[src/mcad_map.svh]
// Address map, field positions, encodings and timing counts of the core
`ifndef MCAD_MAP_SVH
`define MCAD_MAP_SVH

// ----------------------------------------------------------------------
// Core-held special registers (low seven address bits, both banks)
// ----------------------------------------------------------------------
`define MCAD_ADR_INDIRECT 7'h00
`define MCAD_ADR_PCL 7'h02
`define MCAD_ADR_STATUS 7'h03
`define MCAD_ADR_FSR 7'h04
`define MCAD_ADR_PCLATH 7'h0A

// ----------------------------------------------------------------------
// Status register fields and reset values
// ----------------------------------------------------------------------
`define MCAD_ST_C 0
`define MCAD_ST_DCARRY 1
`define MCAD_ST_Z 2
`define MCAD_ST_RP0 5
`define MCAD_STATUS_RST 8'h18
`define MCAD_STATUS_WMASK 8'hE7
`define MCAD_FSR_RST 8'h00
`define MCAD_PCLATH_RST 5'h00
`define MCAD_W_RST 8'h00

// ----------------------------------------------------------------------
// Program flow constants
// ----------------------------------------------------------------------
`define MCAD_PCNT_W 13
`define MCAD_RESET_VECTOR 13'h0000
`define MCAD_NOP_WORD 14'h0000
`define MCAD_RETURN_WORD 14'h0008
`define MCAD_RETFIE_WORD 14'h0009
`define MCAD_STACK_DEPTH 8

// ----------------------------------------------------------------------
// Instruction classes, byte-oriented and literal operation codes
// ----------------------------------------------------------------------
`define MCAD_CLS_BYTE 2'b00
`define MCAD_CLS_BIT 2'b01
`define MCAD_CLS_JUMP 2'b10
`define MCAD_CLS_LIT 2'b11
`define MCAD_B_MISC 4'h0
`define MCAD_B_CLR 4'h1
`define MCAD_B_SUB 4'h2
`define MCAD_B_DEC 4'h3
`define MCAD_B_IOR 4'h4
`define MCAD_B_AND 4'h5
`define MCAD_B_XOR 4'h6
`define MCAD_B_ADD 4'h7
`define MCAD_B_MOV 4'h8
`define MCAD_B_COM 4'h9
`define MCAD_B_INC 4'hA
`define MCAD_B_DECSKIP 4'hB
`define MCAD_B_RR 4'hC
`define MCAD_B_RL 4'hD
`define MCAD_B_SWAP 4'hE
`define MCAD_B_INCSKIP 4'hF
`define MCAD_BIT_CLR 2'b00
`define MCAD_BIT_SET 2'b01
`define MCAD_BIT_SKIPCLR 2'b10
`define MCAD_BIT_SKIPSET 2'b11
`define MCAD_L_MOV 4'b00??
`define MCAD_L_RET 4'b01??
`define MCAD_L_IOR 4'b1000
`define MCAD_L_AND 4'b1001
`define MCAD_L_XOR 4'b1010
`define MCAD_L_SUB 4'b110?
`define MCAD_L_ADD 4'b111?

// ----------------------------------------------------------------------
// Timing: oscillator periods per instruction cycle
// ----------------------------------------------------------------------
`define MCAD_CLK_PERIOD_NS 8
`define MCAD_QUARTERS 4
`define MCAD_CYCLE_NS (`MCAD_QUARTERS * `MCAD_CLK_PERIOD_NS)

`endif

[src/mcad_pkg.sv]
// Types shared by the core and its arithmetic unit
package mcad_pkg;

	// Quarter phases of one instruction cycle
	typedef enum logic [1:0] {
		PH_Q1,
		PH_RD,
		PH_Q3,
		PH_WR
	} mcad_phase_t;

	// Arithmetic unit operations
	typedef enum logic [3:0] {
		ALU_PASS_B,
		ALU_PASS_A,
		ALU_ZERO,
		ALU_ADD,
		ALU_SUB,
		ALU_AND,
		ALU_OR,
		ALU_XOR,
		ALU_COM,
		ALU_INC,
		ALU_DEC,
		ALU_RL,
		ALU_RR,
		ALU_SWAP,
		ALU_BCLR,
		ALU_BSET
	} mcad_alu_op_t;

	// Program flow effect of an instruction
	typedef enum logic [2:0] {
		FLOW_NEXT,
		FLOW_SKIP_ZERO,
		FLOW_SKIP_CLR,
		FLOW_SKIP_SET,
		FLOW_GOTO,
		FLOW_CALL,
		FLOW_RET
	} mcad_flow_t;

endpackage

[src/mcad_core.sv]
// Execution core: fetch/execute pipeline, decoder, registers, phases
`timescale 1ns/100ps
`include "mcad_map.svh"
module mcad_core import mcad_pkg::*; #(
	parameter int PROG_WORDS = 2048 // Program memory words
) (
	input wire logic CORE_CLK, // Oscillator input clock
	input wire logic RESET_N, // Master clear, active low
	input wire logic RESISTOR_CAPACITOR_OSC_MODE, // Resistor-capacitor mode
	output logic CYCLE_CLOCK_OUTPUT_PIN, // Quarter-rate cycle clock
	output logic [$clog2(PROG_WORDS)-1:0] PROG_ADDR, // Fetch address
	input wire logic [13:0] PROG_DATA, // Fetched instruction word
	output logic [7:0] FILE_ADDR, // Data memory address
	output logic FILE_RD_EN, // Data read strobe
	input wire logic [7:0] FILE_RDATA, // Data read value
	output logic FILE_WR_EN, // Data write strobe
	output logic [7:0] FILE_WDATA, // Data write value
	output logic OPERAND_READ_PHASE, // Second quarter
	output logic RESULT_WRITE_PHASE, // Fourth quarter
	output logic [12:0] PROGRAM_COUNTER, // Next fetch address
	output logic [7:0] STATUS_OUT, // Status register
	output logic [7:0] ACCUM_OUT // Working accumulator
);

	localparam int AW = $clog2(PROG_WORDS);
	localparam int SPW = $clog2(`MCAD_STACK_DEPTH);

	// ------------------------------------------------------------------
	// Elaboration checks
	// ------------------------------------------------------------------
	// internal memory size
	if (PROG_WORDS != 512 && PROG_WORDS != 2048) begin : g_bad_size
		$error("PROG_WORDS must be 512 or 2048");
	end

	mcad_phase_t phase_q;
	logic [12:0] pc_q;
	logic [12:0] fetch_addr_q;
	logic [13:0] ir_q;
	logic flush_q;
	logic [7:0] w_q;
	logic [7:0] status_q;
	logic [7:0] fsr_q;
	logic [4:0] pclath_q;
	logic [12:0] stack_q [`MCAD_STACK_DEPTH];
	logic [SPW-1:0] sp_q;
	logic [7:0] file_addr_q;
	logic [7:0] operand_q;
	logic [7:0] result_q;
	logic carry_q;
	logic dcarry_q;
	logic zero_q;
	logic take_q;
	logic cko_q;
	mcad_alu_op_t alu_op;
	mcad_flow_t flow;
	logic use_lit;
	logic to_w;
	logic to_f;
	logic need_rd;
	logic fl_z;
	logic fl_c;
	logic fl_dc;
	logic exec_ok;
	logic sfr_hit;
	logic [7:0] sfr_rdata;
	logic [7:0] alu_res;
	logic alu_c;
	logic alu_dc;
	logic alu_z;
	logic take;
	logic [7:0] status_d;
	logic [6:0] f_low;

	assign exec_ok = ~flush_q;
	assign f_low = file_addr_q[6:0];

	// ------------------------------------------------------------------
	// Quarter phase sequencer
	// ------------------------------------------------------------------
	// four quarters per cycle
	always_ff @(posedge CORE_CLK or negedge RESET_N) begin
		if (!RESET_N) begin
			phase_q <= PH_Q1;
		end else begin
			case (phase_q)
				PH_Q1: phase_q <= PH_RD;
				PH_RD: phase_q <= PH_Q3;
				PH_Q3: phase_q <= PH_WR;
				PH_WR: phase_q <= PH_Q1;
				default: phase_q <= PH_Q1;
			endcase
		end
	end

	// ------------------------------------------------------------------
	// Instruction decode
	// ------------------------------------------------------------------
	// two-operand source select
	always_comb begin
		alu_op = ALU_PASS_B;
		flow = FLOW_NEXT;
		use_lit = 1'b0;
		to_w = 1'b0;
		to_f = 1'b0;
		need_rd = 1'b0;
		fl_z = 1'b0;
		fl_c = 1'b0;
		fl_dc = 1'b0;
		case (ir_q[13:12])
			`MCAD_CLS_BYTE: begin
				need_rd = 1'b1;
				to_w = ~ir_q[7];
				to_f = ir_q[7];
				fl_z = 1'b1;
				case (ir_q[11:8])
					`MCAD_B_ADD: begin
						alu_op = ALU_ADD;
						fl_c = 1'b1;
						fl_dc = 1'b1;
					end
					`MCAD_B_SUB: begin
						alu_op = ALU_SUB;
						fl_c = 1'b1;
						fl_dc = 1'b1;
					end
					`MCAD_B_AND: alu_op = ALU_AND;
					`MCAD_B_IOR: alu_op = ALU_OR;
					`MCAD_B_XOR: alu_op = ALU_XOR;
					`MCAD_B_CLR: begin
						alu_op = ALU_ZERO;
						need_rd = 1'b0;
					end
					`MCAD_B_COM: alu_op = ALU_COM;
					`MCAD_B_DEC: alu_op = ALU_DEC;
					`MCAD_B_INC: alu_op = ALU_INC;
					`MCAD_B_MOV: alu_op = ALU_PASS_B;
					`MCAD_B_DECSKIP: begin
						alu_op = ALU_DEC;
						fl_z = 1'b0;
						flow = FLOW_SKIP_ZERO;
					end
					`MCAD_B_INCSKIP: begin
						alu_op = ALU_INC;
						fl_z = 1'b0;
						flow = FLOW_SKIP_ZERO;
					end
					`MCAD_B_RL: begin
						alu_op = ALU_RL;
						fl_z = 1'b0;
						fl_c = 1'b1;
					end
					`MCAD_B_RR: begin
						alu_op = ALU_RR;
						fl_z = 1'b0;
						fl_c = 1'b1;
					end
					`MCAD_B_SWAP: begin
						alu_op = ALU_SWAP;
						fl_z = 1'b0;
					end
					default: begin
						// Accumulator store, or no-operation and returns
						alu_op = ALU_PASS_A;
						need_rd = 1'b0;
						fl_z = 1'b0;
						to_w = 1'b0;
						if (ir_q == `MCAD_RETURN_WORD ||
								ir_q == `MCAD_RETFIE_WORD) begin
							flow = FLOW_RET;
						end
					end
				endcase
			end
			`MCAD_CLS_BIT: begin
				need_rd = 1'b1;
				case (ir_q[11:10])
					`MCAD_BIT_CLR: begin
						alu_op = ALU_BCLR;
						to_f = 1'b1;
					end
					`MCAD_BIT_SET: begin
						alu_op = ALU_BSET;
						to_f = 1'b1;
					end
					`MCAD_BIT_SKIPCLR: flow = FLOW_SKIP_CLR;
					default: flow = FLOW_SKIP_SET;
				endcase
			end
			`MCAD_CLS_JUMP: flow = ir_q[11] ? FLOW_GOTO : FLOW_CALL;
			default: begin
				use_lit = 1'b1;
				to_w = 1'b1;
				casez (ir_q[11:8])
					`MCAD_L_MOV: alu_op = ALU_PASS_B;
					`MCAD_L_RET: flow = FLOW_RET;
					`MCAD_L_IOR: begin
						alu_op = ALU_OR;
						fl_z = 1'b1;
					end
					`MCAD_L_AND: begin
						alu_op = ALU_AND;
						fl_z = 1'b1;
					end
					`MCAD_L_XOR: begin
						alu_op = ALU_XOR;
						fl_z = 1'b1;
					end
					`MCAD_L_SUB: begin
						alu_op = ALU_SUB;
						{fl_z, fl_c, fl_dc} = 3'h7;
					end
					`MCAD_L_ADD: begin
						alu_op = ALU_ADD;
						{fl_z, fl_c, fl_dc} = 3'h7;
					end
					default: to_w = 1'b0;
				endcase
			end
		endcase
	end

	// ------------------------------------------------------------------
	// Special registers in data space
	// ------------------------------------------------------------------
	// core registers mapped as files
	always_comb begin
		sfr_hit = 1'b1;
		case (f_low)
			`MCAD_ADR_INDIRECT: sfr_rdata = 8'h00;
			`MCAD_ADR_PCL: sfr_rdata = fetch_addr_q[7:0];
			`MCAD_ADR_STATUS: sfr_rdata = status_q;
			`MCAD_ADR_FSR: sfr_rdata = fsr_q;
			`MCAD_ADR_PCLATH: sfr_rdata = {3'h0, pclath_q};
			default: begin
				sfr_rdata = 8'h00;
				sfr_hit = 1'b0;
			end
		endcase
	end

	mcad_alu u_alu (
		.op(alu_op),
		.a(w_q),
		.b(operand_q),
		.carry_in(status_q[`MCAD_ST_C]),
		.bit_sel(ir_q[9:7]),
		.result(alu_res),
		.carry_out(alu_c),
		.digit_carry_out(alu_dc),
		.zero_out(alu_z)
	);

	// Branch decision from result or tested bit
	always_comb begin
		case (flow)
			FLOW_SKIP_ZERO: take = alu_z;
			FLOW_SKIP_CLR: take = ~operand_q[ir_q[9:7]];
			FLOW_SKIP_SET: take = operand_q[ir_q[9:7]];
			FLOW_GOTO, FLOW_CALL, FLOW_RET: take = 1'b1;
			default: take = to_f && sfr_hit && f_low == `MCAD_ADR_PCL;
		endcase
	end

	// ------------------------------------------------------------------
	// Operand path: address, then read, then compute
	// ------------------------------------------------------------------
	// direct or indirect on any file
	always_ff @(posedge CORE_CLK or negedge RESET_N) begin
		if (!RESET_N) begin
			file_addr_q <= 8'h00;
			operand_q <= 8'h00;
			result_q <= 8'h00;
			{carry_q, dcarry_q, zero_q, take_q} <= 4'h0;
		end else begin
			case (phase_q)
				PH_Q1: begin
					if (ir_q[6:0] == `MCAD_ADR_INDIRECT) begin
						file_addr_q <= fsr_q;
					end else begin
						file_addr_q <= {status_q[`MCAD_ST_RP0], ir_q[6:0]};
					end
				end
				PH_RD: begin
					if (use_lit) begin
						operand_q <= ir_q[7:0];
					end else if (sfr_hit) begin
						operand_q <= sfr_rdata;
					end else begin
						operand_q <= FILE_RDATA;
					end
				end
				PH_Q3: begin
					result_q <= alu_res;
					{carry_q, dcarry_q, zero_q} <= {alu_c, alu_dc, alu_z};
					take_q <= take & exec_ok;
				end
				default: begin
				end
			endcase
		end
	end

	// ------------------------------------------------------------------
	// Accumulator, written in the write quarter
	// ------------------------------------------------------------------
	// accumulator outside data space
	always_ff @(posedge CORE_CLK or negedge RESET_N) begin
		if (!RESET_N) begin
			w_q <= `MCAD_W_RST;
		end else if (phase_q == PH_WR && exec_ok && to_w) begin
			w_q <= result_q;
		end
	end

	// Status next value: software write, then flag updates on top
	// flag update
	always_comb begin
		status_d = status_q;
		if (to_f && sfr_hit && f_low == `MCAD_ADR_STATUS) begin
			status_d = (status_q & ~`MCAD_STATUS_WMASK) |
				(result_q & `MCAD_STATUS_WMASK);
		end
		if (fl_c) status_d[`MCAD_ST_C] = carry_q;
		if (fl_dc) status_d[`MCAD_ST_DCARRY] = dcarry_q;
		if (fl_z) status_d[`MCAD_ST_Z] = zero_q;
	end

	always_ff @(posedge CORE_CLK or negedge RESET_N) begin
		if (!RESET_N) begin
			status_q <= `MCAD_STATUS_RST;
			fsr_q <= `MCAD_FSR_RST;
			pclath_q <= `MCAD_PCLATH_RST;
		end else if (phase_q == PH_WR && exec_ok) begin
			status_q <= status_d;
			if (to_f && sfr_hit && f_low == `MCAD_ADR_FSR) begin
				fsr_q <= result_q;
			end
			if (to_f && sfr_hit && f_low == `MCAD_ADR_PCLATH) begin
				pclath_q <= result_q[4:0];
			end
		end
	end

	// ------------------------------------------------------------------
	// Program counter and fetch, overlapped with execution
	// ------------------------------------------------------------------
	// fetch advances at Q1
	always_ff @(posedge CORE_CLK or negedge RESET_N) begin
		if (!RESET_N) begin
			pc_q <= `MCAD_RESET_VECTOR;
			fetch_addr_q <= `MCAD_RESET_VECTOR;
		end else if (phase_q == PH_Q1) begin
			fetch_addr_q <= pc_q;
			pc_q <= pc_q + 13'h0001;
		end else if (phase_q == PH_WR && take_q) begin
			case (flow)
				FLOW_GOTO, FLOW_CALL: pc_q <= {pclath_q[4:3], ir_q[10:0]};
				FLOW_RET: pc_q <= stack_q[sp_q - 1'b1];
				FLOW_NEXT: pc_q <= {pclath_q, result_q};
				default: pc_q <= pc_q;
			endcase
		end
	end

	always_ff @(posedge CORE_CLK or negedge RESET_N) begin
		if (!RESET_N) begin
			ir_q <= `MCAD_NOP_WORD;
			flush_q <= 1'b0;
		end else if (phase_q == PH_WR) begin
			ir_q <= PROG_DATA;
			flush_q <= take_q;
		end
	end

	// Return stack, circular, one entry per depth level
	always_ff @(posedge CORE_CLK or negedge RESET_N) begin
		if (!RESET_N) begin
			sp_q <= '0;
		end else if (phase_q == PH_WR && take_q) begin
			if (flow == FLOW_CALL) sp_q <= sp_q + 1'b1;
			if (flow == FLOW_RET) sp_q <= sp_q - 1'b1;
		end
	end

	for (genvar i = 0; i < `MCAD_STACK_DEPTH; i++) begin : g_stack
		always_ff @(posedge CORE_CLK or negedge RESET_N) begin
			if (!RESET_N) begin
				stack_q[i] <= `MCAD_RESET_VECTOR;
			end else if (phase_q == PH_WR && take_q && flow == FLOW_CALL &&
					sp_q == SPW'(i)) begin
				stack_q[i] <= fetch_addr_q;
			end
		end
	end

	// ------------------------------------------------------------------
	// Cycle clock output
	// ------------------------------------------------------------------
	// quarter-rate clock in RC mode
	always_ff @(posedge CORE_CLK or negedge RESET_N) begin
		if (!RESET_N) begin
			cko_q <= 1'b0;
		end else begin
			cko_q <= RESISTOR_CAPACITOR_OSC_MODE &&
				(phase_q == PH_RD || phase_q == PH_Q3);
		end
	end

	// ------------------------------------------------------------------
	// Outputs
	// ------------------------------------------------------------------
	assign CYCLE_CLOCK_OUTPUT_PIN = cko_q;
	assign PROG_ADDR = fetch_addr_q[AW-1:0];
	assign FILE_ADDR = file_addr_q;
	assign FILE_RD_EN = phase_q == PH_RD && exec_ok && need_rd &&
		!use_lit && !sfr_hit;
	assign FILE_WR_EN = phase_q == PH_WR && exec_ok && to_f && !sfr_hit;
	assign FILE_WDATA = result_q;
	assign OPERAND_READ_PHASE = phase_q == PH_RD;
	assign RESULT_WRITE_PHASE = phase_q == PH_WR;
	assign PROGRAM_COUNTER = pc_q;
	assign STATUS_OUT = status_q;
	assign ACCUM_OUT = w_q;

endmodule

[src/mcad_alu.sv]
// Eight-bit arithmetic and logic unit with carry, digit carry and zero
`timescale 1ns/100ps
module mcad_alu import mcad_pkg::*; (
	input wire mcad_alu_op_t op, // Operation select
	input wire logic [7:0] a, // Working accumulator operand
	input wire logic [7:0] b, // File register or literal operand
	input wire logic carry_in, // Current carry flag
	input wire logic [2:0] bit_sel, // Bit index for set and clear
	output logic [7:0] result, // Eight-bit result
	output logic carry_out, // Carry, or not-borrow on subtract
	output logic digit_carry_out, // Low nibble carry or not-borrow
	output logic zero_out // Result equals zero
);

	logic [8:0] sum9;
	logic [4:0] nib5;
	logic [7:0] mask;

	// ------------------------------------------------------------------
	// Operation decode
	// ------------------------------------------------------------------
	// eight-bit operations
	always_comb begin
		sum9 = 9'h000;
		nib5 = 5'h00;
		mask = 8'h01 << bit_sel;
		result = 8'h00;
		carry_out = carry_in;
		digit_carry_out = 1'b0;
		case (op)
			ALU_ADD: begin
				sum9 = {1'b0, a} + {1'b0, b};
				nib5 = {1'b0, a[3:0]} + {1'b0, b[3:0]};
				result = sum9[7:0];
				carry_out = sum9[8];
				digit_carry_out = nib5[4];
			end
			ALU_SUB: begin
				sum9 = {1'b0, b} + {1'b0, ~a} + 9'h001;
				nib5 = {1'b0, b[3:0]} + {1'b0, ~a[3:0]} + 5'h01;
				result = sum9[7:0];
				carry_out = sum9[8];
				digit_carry_out = nib5[4];
			end
			ALU_PASS_A: result = a;
			ALU_ZERO: result = 8'h00;
			ALU_AND: result = a & b;
			ALU_OR: result = a | b;
			ALU_XOR: result = a ^ b;
			ALU_COM: result = ~b;
			ALU_INC: result = b + 8'h01;
			ALU_DEC: result = b - 8'h01;
			ALU_RL: begin
				result = {b[6:0], carry_in};
				carry_out = b[7];
			end
			ALU_RR: begin
				result = {carry_in, b[7:1]};
				carry_out = b[0];
			end
			ALU_SWAP: result = {b[3:0], b[7:4]};
			ALU_BCLR: result = b & ~mask;
			ALU_BSET: result = b | mask;
			default: result = b;
		endcase
	end

	// Zero detect on the eight-bit result
	// zero flag source
	assign zero_out = (result == 8'h00);

endmodule

[config.mk]
export PLATFORM = sky130hd
export DESIGN_NAME = mcad_core
export DESIGN_NICKNAME = d
export VERILOG_FILES = /design/src/mcad_pkg.sv /design/src/mcad_core.sv /design/src/mcad_alu.sv
export VERILOG_INCLUDE_DIRS = /design/src
export SDC_FILE = /design/constraint.sdc
export NUM_CORES = 1
export LEC_CHECK = 0
export ABC_CLOCK_PERIOD_IN_PS = 6130
export BUFFER_PORTS_ARGS = -buffer_cell sky130_fd_sc_hd__buf_2
export CAP_MARGIN = 25
export CORE_MARGIN = 5
export CORE_UTILIZATION = 30
export DETAILED_ROUTE_END_ITERATION = 16
export HOLD_SLACK_MARGIN = 0.02
export PLACE_DENSITY = 0.55
export SLEW_MARGIN = 20
export SYNTH_ARGS = -nofsm -noshare
export SYNTH_HDL_FRONTEND = slang
export SYNTH_SLANG_ARGS = --single-unit
[constraint.sdc]
create_clock -name CORE_CLK -period 6.13 [get_ports CORE_CLK]
set_input_delay 1.226 -clock CORE_CLK [delete_from_list [all_inputs] [get_ports CORE_CLK]]
set_output_delay 1.226 -clock CORE_CLK [all_outputs]
set_load 0.02 [all_outputs]
==> flow_metrics.tcl, run 1 <==
set metrics [dict create \
    die_w_um 210.3 \
    tightestPinTransition_ns 1.039 \
    hold_class "reg2reg" \
    p_per_area_nw_per_um2 347.6 \
    firstDrtPassIters 5 \
    fp.dieH_um 210.3 \
    pre_cts_ws_ns 2.413 \
    maxSlewViolCount 0 \
    worst-r2r-cell-count 11 \
    grt_pass1_wl_mm 58.59 \
    hold_start "stack_q[38]" \
    setup_viol 0 \
    synth_warnings 0 \
    drt-initial-drc-count 948 \
    diodes 0 \
    yosysTopAreaCell "dfrtp_1" \
    drive_gt1_frac 0.3052 \
    gr-usage-all-layers 0.1693 \
    multi_input_area_um2 6311 \
    netlist_area_um2 12040 \
    final_core_util 0.3444 \
    synth_top_area_share 0.4283 \
    reg2reg_to "take_q" \
    status "finished, final reports clean" \
    drcViolationCount 0 \
    seq_area_um2 5156 \
    cp_slowest_cell "ha_1" \
    timing.hold.worst_endpoint "stack_q[38]" \
    clkTransAtPathRegs_ns 0.06 \
    overflow 0 \
    cp-end-kind "output pin" \
    grt_setup_unrepaired "no" \
    syn_avg_cell_area_um2 11.02 \
    fin_tns_setup_ns 0 \
    postCtsHoldBufs 0 \
    cap_violations 0 \
    period_minus_slack_ns 3.905 \
    required_ns 4.90 \
    crit_fanout 17 \
    seq_area_frac_synth 0.4283 \
    cts_buffers 24 \
    r2r_start "ir_q[9]" \
    hold_path_depth 1 \
    vias 9288 \
    coreArea_um2 39730 \
    finalHoldViolations 0 \
    worstPathArrival_ns 2.68 \
    dp_hpwl_mm 26.91 \
    cp_cell_sequence "inv_1 > ha_1 > nand2_1 > a221oi_1 > buf_2" \
    insertion_delay_ns 0.55 \
    wl_per_cell_um 22.85 \
    wl_mm 38.27 \
    cts_tree "built" \
    synthArstFlopShare 1.000 \
    cts_root_buffer "clkbuf_16" \
    peakVddDrop_uv 300.5 \
    synthToLayoutAreaGrowth_pct 13.69 \
    die_area_um2 44230 \
    post-cts-setup-buffers 0 \
    synth-edff-count 0 \
    port_buffers 83 \
    power_uw 4757 \
    clock_skew_ns 0.02643 \
    synth_commonest_cells "dfrtp_1 (206), mux2_2 (162), nor2_1 (70)" \
    fillers 3986 \
    fin_hold_ws_ns 0.5011 \
    io_pins 86 \
    routed_via_density 5.545 \
    cts_resized 0 \
    path_class "reg2out" \
    grt_max_degree 124 \
    power.leakage_uw 0.006129 \
    ant_nets 0 \
    cts_max_level 1 \
    synth_seq_cells 206 \
    fin_nets 1197 \
    fmax_mhz 256.1 \
    yosysUniqueCellTypes 78 \
    cts.sinks 206 \
    fin_ws_ns 2.225 \
    rows 73 \
    rrSetupSlack_ns 2.39 \
    synth_cells 1092 \
    grt_pass1_vias 9398 \
    crit_path_max_incr_delay_ns 0.69 \
    antenna_found_initial 0 \
    period_share 0.6370 \
    clk_path_buf_depth 3 \
    synth-main-ff-cell "dfrtp_1" \
    synthTopCellsByArea "dfrtp_1 (43%), mux2_2 (15%), mux4_2 (5.2%)" \
    critPathLaunchType "flop" \
    synthMostInstantiatedCell "dfrtp_1" \
    slew_headroom 0.3073 \
    initial_utilization 0.3029 \
    gp_congestion 0.9676 \
]
## metal layers
layer / global-route usage / wire length, um
met2: 0.2775 / 18030
met5: 0 / 0
met4: 0.05153 / 1310
met3: 0.03245 / 2609
met1: 0.2285 / 16320
## worst max-delay path by stage
stage / from / to / slack [ns] / cells past startpoint
after global placement: ir_q[9] / take_q / 2.19 / 12
after global routing: ir_q[9] / take_q / 2.12 / 12
after CTS: phase_q[1] / FILE_RD_EN / 2.25 / 5
final: phase_q[1] / FILE_RD_EN / 2.23 / 5
after detailed placement: sp_q[0] / PROGRAM_COUNTER[1] / 2.41 / 9
after floorplan: ir_q[13] / take_q / 2.81 / 12
## kinds of logic (layout without fill, tap and decap cells)
kind of cell | Yosys count | in the layout | synth area share
xor gates and xnor gates | 30 | 30 | 0.02183
buffers and inverters | 122 | 179 | 0.04927
other | 1 | 2 | 0.0003116
AOI/OAI and AO/OA | 245 | 245 | 0.1390
DFF | 206 | 206 | 0.4283
and+or+nand+nor | 243 | 243 | 0.1021
adders and majority gates | 37 | 37 | 0.04033
muxes | 208 | 208 | 0.2189
## per-stage QoR
step	std cells	instance area [um2]
floorplan	1093	12040
global placement	1631	12810
detailed placement	1632	12820
CTS	1673	13660
global route	1675	13680
finish	1675	13680
## cell type report
class / instances / share of cell area
clock inverters: 10 / 0.01170
flip-flops and latches: 206 / 0.3768
clock buffers: 31 / 0.04947
inverters: 37 / 0.01015
repair buffers: 101 / 0.04270
multi-input cells: 765 / 0.4612
well taps: 525 / 0.04800
## layout by cell type, fill, tap and decap left out, types with 19 or more instances in the layout
master,count
a21oi_1,61
ha_1,33
mux2_2,162
inv_1,37
xnor2_1,19
nand3_1,22
mux4_2,28
buf_2,82
a221oi_1,21
nand2_1,57
dfrtp_1,205
nor2_1,70
clkbuf_16,24
o21ai_0,50
## flip-flops by register name (all words and copies together), names as in the netlist
signal / cells
ir_q: 14
FILE_ADDR: 8
dcarry_q: 1
fsr_q: 8
pclath_q: 5
operand_q: 8
fetch_addr_q: 13
stack_q: 104
FILE_WDATA: 8
zero_q: 1
sp_q: 3
PROGRAM_COUNTER: 13
ACCUM_OUT: 8
carry_q: 1
STATUS_OUT: 6
flush_q: 1
take_q: 1
CYCLE_CLOCK_OUTPUT_PIN: 1
phase_q: 2
## critical path, delay by kind of cell (launching register included)
| family | cells | cell delay [ns] |
|---|---|---|
| AOI/OAI and AO/OA | 1 | 0.55 |
| buffers and inverters | 2 | 0.37 |
| and+or+nand+nor | 1 | 0.12 |
| adders and majority gates | 1 | 0.69 |
| DFF | 1 | 0.40 |
## power by group
part | internal [uW] | switching (uW)
registers | 1520 | 383
logic | 560 | 786
clock network | 909 | 603
total | 2990 | 1770
Power figures use the tool's default switching activity.
==> run 2: changes to the inputs <==
--- a/config.mk
+++ b/config.mk
@@ -6,7 +6,7 @@
 export SDC_FILE = /design/constraint.sdc
 export NUM_CORES = 1
 export LEC_CHECK = 0
-export ABC_CLOCK_PERIOD_IN_PS = 6130
+export ABC_CLOCK_PERIOD_IN_PS = 4059
 export BUFFER_PORTS_ARGS = -buffer_cell sky130_fd_sc_hd__buf_2
 export CAP_MARGIN = 25
 export CORE_MARGIN = 5
==> constraint.sdc (replaced) <==
create_clock -name CORE_CLK -period 4.06 [get_ports CORE_CLK]
set_input_delay 0.812 -clock CORE_CLK [delete_from_list [all_inputs] [get_ports CORE_CLK]]
set_output_delay 0.812 -clock CORE_CLK [all_outputs]
set_load 0.02 [all_outputs]
==> run 2 against run 1 <==
Utilization rose by 0.49 points. Register-to-register slack got worse by 1.7 ns. Sequential share of layout area fell by 0.52 points.
==> flow_metrics.tcl, run 2 (same netlist as run 1, synthesis figures left out) <==
set metrics [dict create \
    status "finished, final reports clean" \
    design_area_um2 13880 \
    firstDrtPassIters 10 \
    fin_hold_ws_ns 0.2435 \
    mostFrequentLayoutCells "dfrtp_1 (205), mux2_2 (162), buf_2 (82)" \
    rows 73 \
    cts_buffers 24 \
    crit_fanout 17 \
    fin_nets 1210 \
    hold_class "in2async" \
    cts_resized 0 \
    slew_headroom 0.3844 \
    cap_violations 0 \
    grt_pass1_vias 9292 \
    antenna_found_initial 0 \
    cts.sinks 206 \
    seq_area_um2 5156 \
    grt_max_degree 124 \
    combPwrFrac 0.279 \
    finalHoldViolations 0 \
    place_area_um2 12920 \
    drcViolationCount 0 \
    wl_per_cell_um 22.78 \
    clkTransAtPathRegs_ns 0.06 \
    drive_gt1_frac 0.3150 \
    io_pins 86 \
    reg.largest.list "stack_q (104), ir_q (14)" \
    setup_viol 0 \
    clock_skew_ns 0.01857 \
    crit_path_max_incr_delay_ns 0.78 \
    synthToLayoutAreaGrowth_pct 15.29 \
    clk_path_buf_depth 3 \
    worstPathArrival_ns 2.71 \
    initial_utilization 0.3029 \
    multi_input_area_um2 6311 \
    netSwitchingPower_uw 2648 \
    p_sw_frac 0.3607 \
    wl_mm 38.50 \
    largest_register_ffs 104 \
    drt-initial-drc-count 771 \
    cp_num_buf_inv 1 \
    critPathLaunchType "flop" \
    cp_cell_sequence "a21oi_1 > mux2_2 > a221oi_1 > buf_2" \
    p_per_area_nw_per_um2 528.9 \
    dp_hpwl_mm 27.06 \
    diodes 0 \
    required_ns 3.25 \
    cp_slowest_cell "dfrtp_1" \
    period_share 0.8667 \
    cp_top_family "flip-flops" \
    gp_congestion 0.9560 \
    final_common_cell "dfrtp_1" \
    p_clk_frac 0.337 \
    fmax_mhz 284.2 \
    gr-usage-all-layers 0.1697 \
    cts_max_level 1 \
    overflow 0 \
    coreArea_um2 39730 \
    die_area_um2 44230 \
    routed_via_density 5.474 \
    instances_no_fill 1690 \
    die_w_um 210.3 \
    p_seq_frac 0.384 \
    period_minus_slack_ns 3.519 \
    cts_tree "built" \
    path_class "reg2out" \
    vias 9251 \
    peakVddDrop_uv 310.0 \
    grt_setup_unrepaired "no" \
    dp.cells 1646 \
    largest_register "stack_q" \
    fin_tns_setup_ns 0 \
    ant_nets 0 \
    port_buffers 83 \
    postCtsHoldBufs 0 \
    fp.dieH_um 210.3 \
    tightestPinTransition_ns 0.9106 \
    grt_pass1_wl_mm 58.64 \
    cts_root_buffer "clkbuf_16" \
    internal_power_uw 4692 \
    fillers 4020 \
    maxSlewViolCount 0 \
    insertion_delay_ns 0.54 \
    power.leakage_uw 0.006238 \
    post-cts-setup-buffers 0 \
    cp-end-kind "output pin" \
]
-- run 2: layout make-up --
class,count,area share
Multi-Input combinational cell,765,0.4548
Clock buffer,33,0.05148
Tap cell,525,0.04734
Timing Repair Buffer,114,0.04968
Clock inverter,10,0.01515
Sequential cell,206,0.3716
Inverter,37,0.01001
-- run 2: per-stage QoR --
stage / util / total power (uW) / setup slack (ns)
floorplan: - / 4121 / 0.7429
global placement: 0.3252 / 4885 / 0.8155
detailed placement: 0.3252 / 4898 / 0.8019
CTS: 0.3484 / 7406 / 0.5739
global route: 0.3493 / 7696 / 0.4976
finish: 0.3493 / 7339 / 0.5413
-- run 2: layer usage --
layer	global-route usage	up-vias	routed length [um]
li1	-	4169	-
met1	0.2319	4695	16770
met2	0.2732	312	18130
met3	0.03557	75	2408
met4	0.05018	0	1192
met5	0	-	0
-- run 2: worst register-to-register path, delay by kind of cell, from the launching register on --
kind | cells | cell delay (ns)
AND/OR/NAND/NOR | 5 | 1.29
AO/OA/AOI/OAI | 4 | 0.99
flip-flops | 1 | 0.38
adder cells (fa/ha/maj) | 1 | 0.24
buffers and inverters | 1 | 0.20
XOR/XNOR | 1 | 0.15
-- run 2: power by group through the flow --
stage	clock network, uW	registers [uW]	logic (uW)
floorplan	0	2690	1430
global placement	0	2850	2040
detailed placement	0	2860	2040
CTS	2530	2820	2050
global route	2610	2870	2220
finish	2470	2820	2050
-- run 2: final timing paths --
path                                             start                endpoint  slack [ns]  cells past startpoint
setup reg to reg                              ir_q[13]                  take_q        0.73                     12
hold / removal                                 RESET_N             stack_q[74]        0.24                      1
min in group CORE_CLK      RESISTOR_CAPACITOR_OSC_MODE  CYCLE_CLOCK_OUTPUT_PIN        0.49                      2
setup / recovery                          FILE_ADDR[0]              FILE_RD_EN        0.54                      4
max in group asynchronous                      RESET_N            ACCUM_OUT[1]        2.74                      3
hold reg to reg                           stack_q[100]            stack_q[100]        0.50                      1
